[src/design/ussr_defines.vh]
// Constants for the universal shift and storage register
`ifndef USSR_DEFINES_VH
`define USSR_DEFINES_VH
`define USSR_WIDTH          8
`define USSR_MODE_HOLD      2'h0
`define USSR_MODE_RIGHT     2'h1
`define USSR_MODE_LEFT      2'h2
`define USSR_MODE_LOAD      2'h3
`define USSR_ADDR_W         4
`define USSR_OFF_CTRL       4'h0
`define USSR_OFF_STATUS     4'h4
`define USSR_OFF_SNAP       4'h8
`define USSR_CTRL_STREAM    0
`define USSR_CTRL_RESET     1'h0
`define USSR_ST_DATA_LSB    0
`define USSR_ST_VALID_BIT   8
`define USSR_ST_DROP_LSB    16
`define USSR_BUF_DEPTH      2
`define USSR_BUF_PTR_W      1
`endif

[src/design/ussr_top.v]
// Eight-bit universal shift and storage register with shared ports, stream tap and register slave
// Overview of operation
// Two select inputs choose hold, shift right, shift left or parallel load.
// Clear low forces stored bits and serial outputs low immediately.
// Either drive enable high floats port drivers; register operation continues.
// Both selects high floats port drivers regardless of enables.
// In load mode port levels are captured on the rising edge.
// Both enables low and mode not load: stored word drives ports.
// Serial outputs always follow first and last stored bits.
// Right shift moves toward last bit; left shift toward first bit.
//
// The Avalon-MM register port and the register offsets were left to the implementer.
`timescale 1ns/100ps
`default_nettype none
`include "ussr_defines.vh"
module ussr_top #(
   parameter WIDTH = `USSR_WIDTH,
   parameter DEPTH = `USSR_BUF_DEPTH,
   parameter PTR_W = `USSR_BUF_PTR_W
) (
   input  wire                    ref_clk,
   input  wire                    reset,
   input  wire                    async_clear_n,
   input  wire                    func_select_lo,
   input  wire                    func_select_hi,
   input  wire                    port_drive_en_n_a,
   input  wire                    port_drive_en_n_b,
   input  wire                    left_serial_in,
   input  wire                    right_serial_in,
   input  wire [WIDTH-1:0]        port_in,
   output wire [WIDTH-1:0]        port_out,
   output wire [WIDTH-1:0]        port_oe,
   output wire                    first_bit_serial_out,
   output wire                    last_bit_serial_out,
   output wire                    snap_valid,
   input  wire                    snap_ready,
   output wire [WIDTH-1:0]        snap_data,
   output wire                    snap_in_ready,
   input  wire [`USSR_ADDR_W-1:0] avs_address,
   input  wire                    avs_read,
   input  wire                    avs_write,
   input  wire [31:0]             avs_writedata,
   output reg  [31:0]             avs_readdata,
   output wire                    avs_waitrequest
);
   // Two-flop synchronisers for every pin input except the clear
   reg  [WIDTH+5:0] sync_a;
   reg  [WIDTH+5:0] sync_b;
   always @(posedge ref_clk) begin
      if (reset) begin
         sync_a <= {(WIDTH+6){1'b0}};
         sync_b <= {(WIDTH+6){1'b0}};
      end else begin
         sync_a <= {port_in, right_serial_in, left_serial_in, port_drive_en_n_b,
                    port_drive_en_n_a, func_select_hi, func_select_lo};
         sync_b <= sync_a;
      end
   end
   wire [1:0]       mode     = sync_b[1:0];
   wire             en_n_a   = sync_b[2];
   wire             en_n_b   = sync_b[3];
   wire             sl_in    = sync_b[4];
   wire             sr_in    = sync_b[5];
   wire [WIDTH-1:0] par_in   = sync_b[WIDTH+5:6];

   // Bit 0 is the first bit, bit WIDTH-1 the last
   reg  [WIDTH-1:0] stored;
   wire [WIDTH-1:0] next_stored;
   // Each cell picks itself, its lower neighbour, its upper neighbour or its port
   genvar gi;
   generate
      for (gi = 0; gi < WIDTH; gi = gi + 1) begin : g_cell
         wire from_lower;
         wire from_upper;
         if (gi == 0) begin : g_first
            assign from_lower = sr_in;
         end else begin : g_inner_lo
            assign from_lower = stored[gi-1];
         end
         if (gi == WIDTH-1) begin : g_last
            assign from_upper = sl_in;
         end else begin : g_inner_hi
            assign from_upper = stored[gi+1];
         end
         reg cell_next;
         always @* begin
            case (mode)
               `USSR_MODE_RIGHT: cell_next = from_lower;
               `USSR_MODE_LEFT:  cell_next = from_upper;
               `USSR_MODE_LOAD:  cell_next = par_in[gi];
               default:          cell_next = stored[gi];
            endcase
         end
         assign next_stored[gi] = cell_next;
      end
   endgenerate

   // Clear acts without the clock, as a true overriding clear must
   always @(posedge ref_clk or negedge async_clear_n) begin
      if (!async_clear_n) begin
         stored <= {WIDTH{1'b0}};
      end else if (reset) begin
         stored <= {WIDTH{1'b0}};
      end else begin
         stored <= next_stored;
      end
   end

   assign first_bit_serial_out = stored[0];
   assign last_bit_serial_out  = stored[WIDTH-1];
   assign port_out = stored;
   wire drive = ~en_n_a & ~en_n_b & (mode != `USSR_MODE_LOAD);
   // Drivers stay on during reset since the synchronisers then read as hold with enables low
   genvar gd;
   generate
      for (gd = 0; gd < WIDTH; gd = gd + 1) begin : g_drive
         assign port_oe[gd] = drive;
      end
   endgenerate

   // Control register steers the snapshot stream
   reg        stream_en;
   reg        push_pend;
   reg  [7:0] drop_cnt;
   localparam [7:0] DROP_MAX = 8'hFF;

   // Stream tap sees the clear through two flops; the stored word clears at once
   reg        clear_sync_a;
   reg        clear_sync_b;
   always @(posedge ref_clk) begin
      if (reset) begin
         clear_sync_a <= 1'b0;
         clear_sync_b <= 1'b0;
      end else begin
         clear_sync_a <= async_clear_n;
         clear_sync_b <= clear_sync_a;
      end
   end

   // Two-entry snapshot buffer; a full buffer refuses and counts the loss
   reg  [WIDTH-1:0] buf_mem [0:DEPTH-1];
   reg  [PTR_W-1:0] wr_ptr;
   reg  [PTR_W-1:0] rd_ptr;
   reg  [PTR_W:0]   count;
   wire             buf_full  = (count == DEPTH);
   wire             buf_empty = (count == {(PTR_W+1){1'b0}});
   wire             push      = push_pend & stream_en & ~buf_full;
   wire             pop       = snap_ready & ~buf_empty;
   assign snap_valid    = ~buf_empty;
   assign snap_in_ready = ~buf_full;
   assign snap_data     = buf_mem[rd_ptr];

   always @(posedge ref_clk) begin
      if (reset) begin
         wr_ptr    <= {PTR_W{1'b0}};
         rd_ptr    <= {PTR_W{1'b0}};
         count     <= {(PTR_W+1){1'b0}};
         push_pend <= 1'b0;
      end else begin
         // A word is offered one edge after each shift or load seen while the synchronised clear is high
         push_pend <= (mode != `USSR_MODE_HOLD) & clear_sync_b;
         if (push) begin
            wr_ptr <= wr_ptr + 1'b1;
         end
         if (pop) begin
            rd_ptr <= rd_ptr + 1'b1;
         end
         if (push & ~pop) begin
            count <= count + 1'b1;
         end else if (pop & ~push) begin
            count <= count - 1'b1;
         end
      end
   end

   // Storage words carry no reset; only pointers and count need one
   always @(posedge ref_clk) begin
      if (push) begin
         buf_mem[wr_ptr] <= stored;
      end
   end

   // The loss count sticks at its top value rather than wrapping to zero
   always @(posedge ref_clk) begin
      if (reset) begin
         drop_cnt <= 8'h00;
      end else if (push_pend & stream_en & buf_full & (drop_cnt != DROP_MAX)) begin
         drop_cnt <= drop_cnt + 8'h01;
      end
   end

   // Avalon slave: one wait cycle on every access, then the answer
   // Read data is captured in the wait cycle so it stands when waitrequest drops
   reg        ack;
   reg [31:0] next_readdata;
   assign avs_waitrequest = (avs_read | avs_write) & ~ack;
   always @* begin
      case (avs_address)
         `USSR_OFF_CTRL:   next_readdata = {31'h00000000, stream_en};
         `USSR_OFF_STATUS: next_readdata = {8'h00, drop_cnt, 7'h00, ~buf_empty, stored};
         `USSR_OFF_SNAP:   next_readdata = {24'h000000, snap_data};
         default:          next_readdata = 32'h00000000;
      endcase
   end
   always @(posedge ref_clk) begin
      if (reset) begin
         ack          <= 1'b0;
         stream_en    <= `USSR_CTRL_RESET;
         avs_readdata <= 32'h00000000;
      end else begin
         ack <= (avs_read | avs_write) & ~ack;
         // A write lands only at the edge that ends the access, with waitrequest low
         if (avs_write & ack & (avs_address == `USSR_OFF_CTRL)) begin
            stream_en <= avs_writedata[`USSR_CTRL_STREAM];
         end
         if (avs_read & ~ack) begin
            avs_readdata <= next_readdata;
         end
      end
   end
endmodule
`default_nettype wire

[config.mk]
export PLATFORM = sky130hd
export DESIGN_NAME = ussr_top
export DESIGN_NICKNAME = d
export VERILOG_FILES = /design/src/design/ussr_top.v
export VERILOG_INCLUDE_DIRS = /design/src /design/src/design
export SDC_FILE = /design/constraint.sdc
export NUM_CORES = 1
export LEC_CHECK = 0
export BUFFER_PORTS_ARGS = -buffer_cell sky130_fd_sc_hd__buf_2
export CELL_PAD_IN_SITES_DETAIL_PLACEMENT = 0
export CELL_PAD_IN_SITES_GLOBAL_PLACEMENT = 1
export CORE_ASPECT_RATIO = 0.6
export CORE_MARGIN = 4
export CORE_UTILIZATION = 41
export CTS_CLUSTER_SIZE = 20
export DETAILED_ROUTE_END_ITERATION = 10
export PLACE_DENSITY_LB_ADDON = 0.1
export SETUP_SLACK_MARGIN = 0.2
export SYNTH_ARGS = -nofsm -noshare
export SYNTH_HDL_FRONTEND = slang
export SYNTH_SLANG_ARGS = --single-unit
[constraint.sdc]
create_clock -name ref_clk -period 2.4 [get_ports ref_clk]
set_input_delay 0.6 -clock ref_clk [delete_from_list [all_inputs] [get_ports ref_clk]]
set_output_delay 0.6 -clock ref_clk [all_outputs]
set_load 0.02 [all_outputs]
Yosys cells after proc, flatten, opt, wreduce, memory -nomap -nowiden
Memories as Yosys holds them, arrays and structs flattened. A register that Yosys moved wholly into a read port is not among the register bits.
Cells that the tools add are included.
- register bits: 85
- latch bits: 0
- memory bits (writable): 16
- bits in read-only memories: 0
- bits of input ports: 56
- memories kept: 1
- memory list (name ; depth ; bits a word ; read ports ; clocked after Yosys merged registers in ; wr ports ; RTL line ; text):
    buf_mem ; 2 ; 8 ; 1 ; 1 ; 1 ; ussr_top.v:141 ; reg [WIDTH-1:0] buf_mem [0:DEPTH-1];
- $add $sub $neg: 5
- $mul: 0
- div/mod/pow operators: 0
- $lt $le $gt $ge: 0
- equality and inequality tests: 8
- shift-type cells: 0
- mux-type cells: 16
- bitwise logic cells: 22
- reductions and logical operators: 5
- operator list (operator ; count):
    one-hot mux 24 bit (3 select lines) ; 1
    one-hot mux 1 bit (3 select lines) ; 8
    AND 1 bit ; 14
    adder 8 x 1 -> 8 bit (second input constant) ; 1
    two-way mux 8 bit ; 1
    inequality test 8 bit (second input constant) ; 1
    NOT 1 bit ; 7
    == test 2 bit (second input constant) ; 3
    == test 4 x 3 -> 1 bit (second input constant) ; 1
    == test 4 bit (second input constant) ; 1
    logical NOT 4 bit ; 1
    two-way mux 1 bit ; 4
    two-way mux 2 bit ; 2
    nonzero test 2 bit ; 2
    nonzero test 4 bit ; 1
    adder 1 bit (second input constant) ; 2
    adder 2 x 1 -> 2 bit (second input constant) ; 1
    == test 2 x 1 -> 1 bit (second input constant) ; 1
    logical NOT 2 bit ; 1
    inequality test 2 bit (second input constant) ; 1
    subtractor 2 x 1 -> 2 bit (second input constant) ; 1
    OR 1 bit ; 1

Longest topological paths before layout
- depth in word-level cells: 7
- mapped depth: 6

Worst setup path after synthesis
OpenSTA, ideal clock, no wires.
- path type: register to output
- start point: register sync_b[1]
- end point: output port_oe[0]
- data arrival time: 1.301 ns
- data required time: 1.800 ns
- setup slack: 0.499 ns
- cell stages (with the launch flop): 4
- path buffers: 2
- cell sequence: dfxtp_1 > buf_2 > a211oi_1 > buf_4
- word-level cells in the longest chain between the ends: 2
- ends and longest elaborated chain (item ; RTL line ; text):
    from (decl) ; ussr_top.v:48 ; reg [WIDTH+5:0] sync_b;
    from (signal assigned) ; ussr_top.v:52 ; sync_b <= {(WIDTH+6){1'b0}};
    from (signal assigned) ; ussr_top.v:56 ; sync_b <= sync_a;
    inequality test 2 bit (no source line) ; n/a ;
    AND 1 bit ; ussr_top.v:112 ; wire drive = ~en_n_a & ~en_n_b & (mode != `USSR_MODE_LOAD);
    to (decl) ; ussr_top.v:32 ; output wire [WIDTH-1:0] port_oe,
Every way passes these cells.

==> run metrics <==
outcome=finished, final reports clean; Pwr Density=~750 nW/um^2; ANT nets after route=0; Die Span Y=slightly below 80 microns; element type at the critical path end=output pin; Via Count=between 2k and 2.5k; Setup Buffers After CTS=0; reg-to-reg slack, setup=roughly 0.73 ns; post-DR vias/cell=4.56; row count=25; dpl ws=0.437 ns; Crit Path Class=reg -> out; most frequent cells in the layout=buf_2, dfxtp_1, nor2b_1; Mapped Avg Cell Area=around 12 sq um; Cell variety after synth=45; fillers=740; worst min path class=in -> async; post_cts resized=0; Yosys warning count=0; TritonCTS Buffers=9; # IOs=117; Total GRT Usage=0.141; antenna violations before repair=0; EDFF count, synth=16; met2 GRT Util=0.192; Post-DP HPWL=slightly below 5000 microns; Max Freq=approximately 490 MHz; starting density of the core=0.433; drt first pass iters=4; met3 usage=0.0501; # setup viols final=0; I/O Buffers=70; DIE AREA=roughly 10000 sq um; DR WL/cell=about 14 microns; VDD IR-drop max=around 0.43 mV; worst slew pin tran=between 0.6 and 0.7 ns; Arrival @ worst endpoint=around 1.5 ns; Cells after Synth=303; synthesized flop and latch total=87; clock latency on the worst-skew pair=0.33 ns; Post-synth top flop=dfxtp_1; first-pass GRT wire length=11000 microns; GR Overflow Total=0; Die Wd=between 100 and 150 microns; Fin. Hold Viols=0; Max Clock Skew=approximately 0.0034 ns; Crit Path Max Fanout=8; Max Slew Vio Count=0; # hold bufs at CTS=0; Reg clk slew, reported paths=around 0.06 ns; Mapped Area=approximately 3500 sq um; Slew headroom=0.590; final RePlAce weighted congestion=around 0.77; ys async rst share=0.0920; DR iter-0 viols=73; Critical Path RT=roughly 1.8 ns; busiest grt layer=met1; clk sink count=just under 90; Clock Tree Buf Depth=2; nature of the critical path startpoint=register; drt drc=0; post-layout min period=between 2 and 2.5 ns; worst setup margin=0.345 ns; nets@finish=about 420; layout cells sized above 1=0.305; CTS root buffer=clkbuf_16; vias in the first global route=around 2.1k; Seq/Total Area, Yosys=0.556; RSZ-0062 raised after global routing=false; Placeable Area=~8100 sq um; largest net degree at the start of global routing=28; CTS tree=done; Lkg Pwr=roughly 1.7 nW; ANT cells=0; Syn-to-layout area delta=17.5%; period utilisation layout=0.856; Max-cap violations=0; met1 Resource Use GR=0.210; most common cell after layout, fill and taps aside=buf_2; CTS H-tree depth=3; Setup TNS=0 ns; WL final=6630 microns
-- cell families (layout without fill, tap and decap cells) --
kind of cell | count (synthesis) | after routing | synth area share
and+or+nand+nor | 111 | 111 | 0.177
DFF | 87 | 87 | 0.556
buffers and inverters | 39 | 93 | 0.0816
AOI/OAI and AO/OA | 33 | 33 | 0.0619
muxes | 20 | 20 | 0.0902
xor gates and xnor gates | 10 | 10 | 0.0251
adders and majority gates | 2 | 2 | 0.00716
other | 1 | 15 | 0.00107
-- critical path, cell delays in order (launching register included) --
cell and delay [ns]:
dfxtp_1 0.55, mux2_2 0.41, buf_2 0.17
-- worst paths after layout --
check / startpoint / depth (start not counted) / endpoint
hold / removal: async_clear_n / 1 / port_out[7]$_DFFE_PN0P_
hold reg to reg: sync_a[11]$_SDFF_PP0_ / 1 / sync_b[11]$_SDFF_PP0_
max in group asynchronous: async_clear_n / 1 / port_out[0]$_DFFE_PN0P_
setup / recovery: register / 2 / snap_data[7]
min in group ref_clk: sync_a[11]$_SDFF_PP0_ / 1 / sync_b[11]$_SDFF_PP0_
setup reg to reg: count[0]$_SDFFE_PP0P_ / 5 / count[1]$_SDFFE_PP0P_
-- sequential cells by signal (all words and copies together), names as in the netlist, named ones only --
name and count:
wr_ptr 1, clear_sync_a 1, clear_sync_b 1, rd_ptr 1, count 2, sync_a 14, stream_en 1, sync_b 14
drop_cnt 8, push_pend 1, port_out 8, ack 1, avs_readdata 17, buf_mem 16
-- final cells by class --
type,count,area [sq um],share of cell area
clock buffers,11,233,0.0567
multi-input cells,191,1320,0.322
flip-flops and latches,87,1940,0.473
repair buffers,77,403,0.0981
clock inverters,5,72.6,0.0177
well taps,108,135,0.0329
-- stage by stage --
step / area [sq um] / hold slack [ns] / utilization / power (mW) / cells
5_1_grt: 4110 / 0.119 / 0.509 / 3.21 / 479
4_1_cts: 4110 / 0.112 / 0.509 / 3.13 / 479
6_report: 4110 / 0.119 / 0.509 / 3.09 / 479
2_1_floorplan: 3550 / 0.304 / - / 1.70 / 317
3_5_place_dp: 3800 / 0.420 / 0.471 / 1.72 / 463
3_3_place_gp: 3800 / 0.420 / 0.471 / 1.72 / 463
-- cells in the mapped netlist (all sizes together), types with 2 or more instances --
cell type,n,area (sq um)
o21ai,9,45.0
xor2,8,70.1
edfxtp,16,480
nand3,11,55.1
dfxtp,63,1260
mux2i,3,30.0
a21oi,11,55.1
nand2b,3,18.8
mux2,9,105
dfrtp,8,200
xnor2,2,17.5
a22oi,8,65.1
and3,2,12.5
mux4,8,180
ha,2,25.0
nor2b,41,257
buf,30,221
o211ai,2,20.0
clkbuf,9,63.8
nand2,19,71.3
nor2,19,71.3
and2,3,18.8
nor3,4,25.0
-- report_power, final --
group          switching [mW]  internal (mW)
registers              0.0116           1.51
logic                   0.105         0.0575
clock network           0.502          0.902
total                   0.618           2.47
-- routing by layer --
metal | part of all wire | wire length, microns
met3 | 0.078 | 516
met2 | 0.40 | 2640
met5 | 0 | 0
met1 | 0.52 | 3430
met4 | 0.0072 | 48
Power figures use the tool's default switching activity.
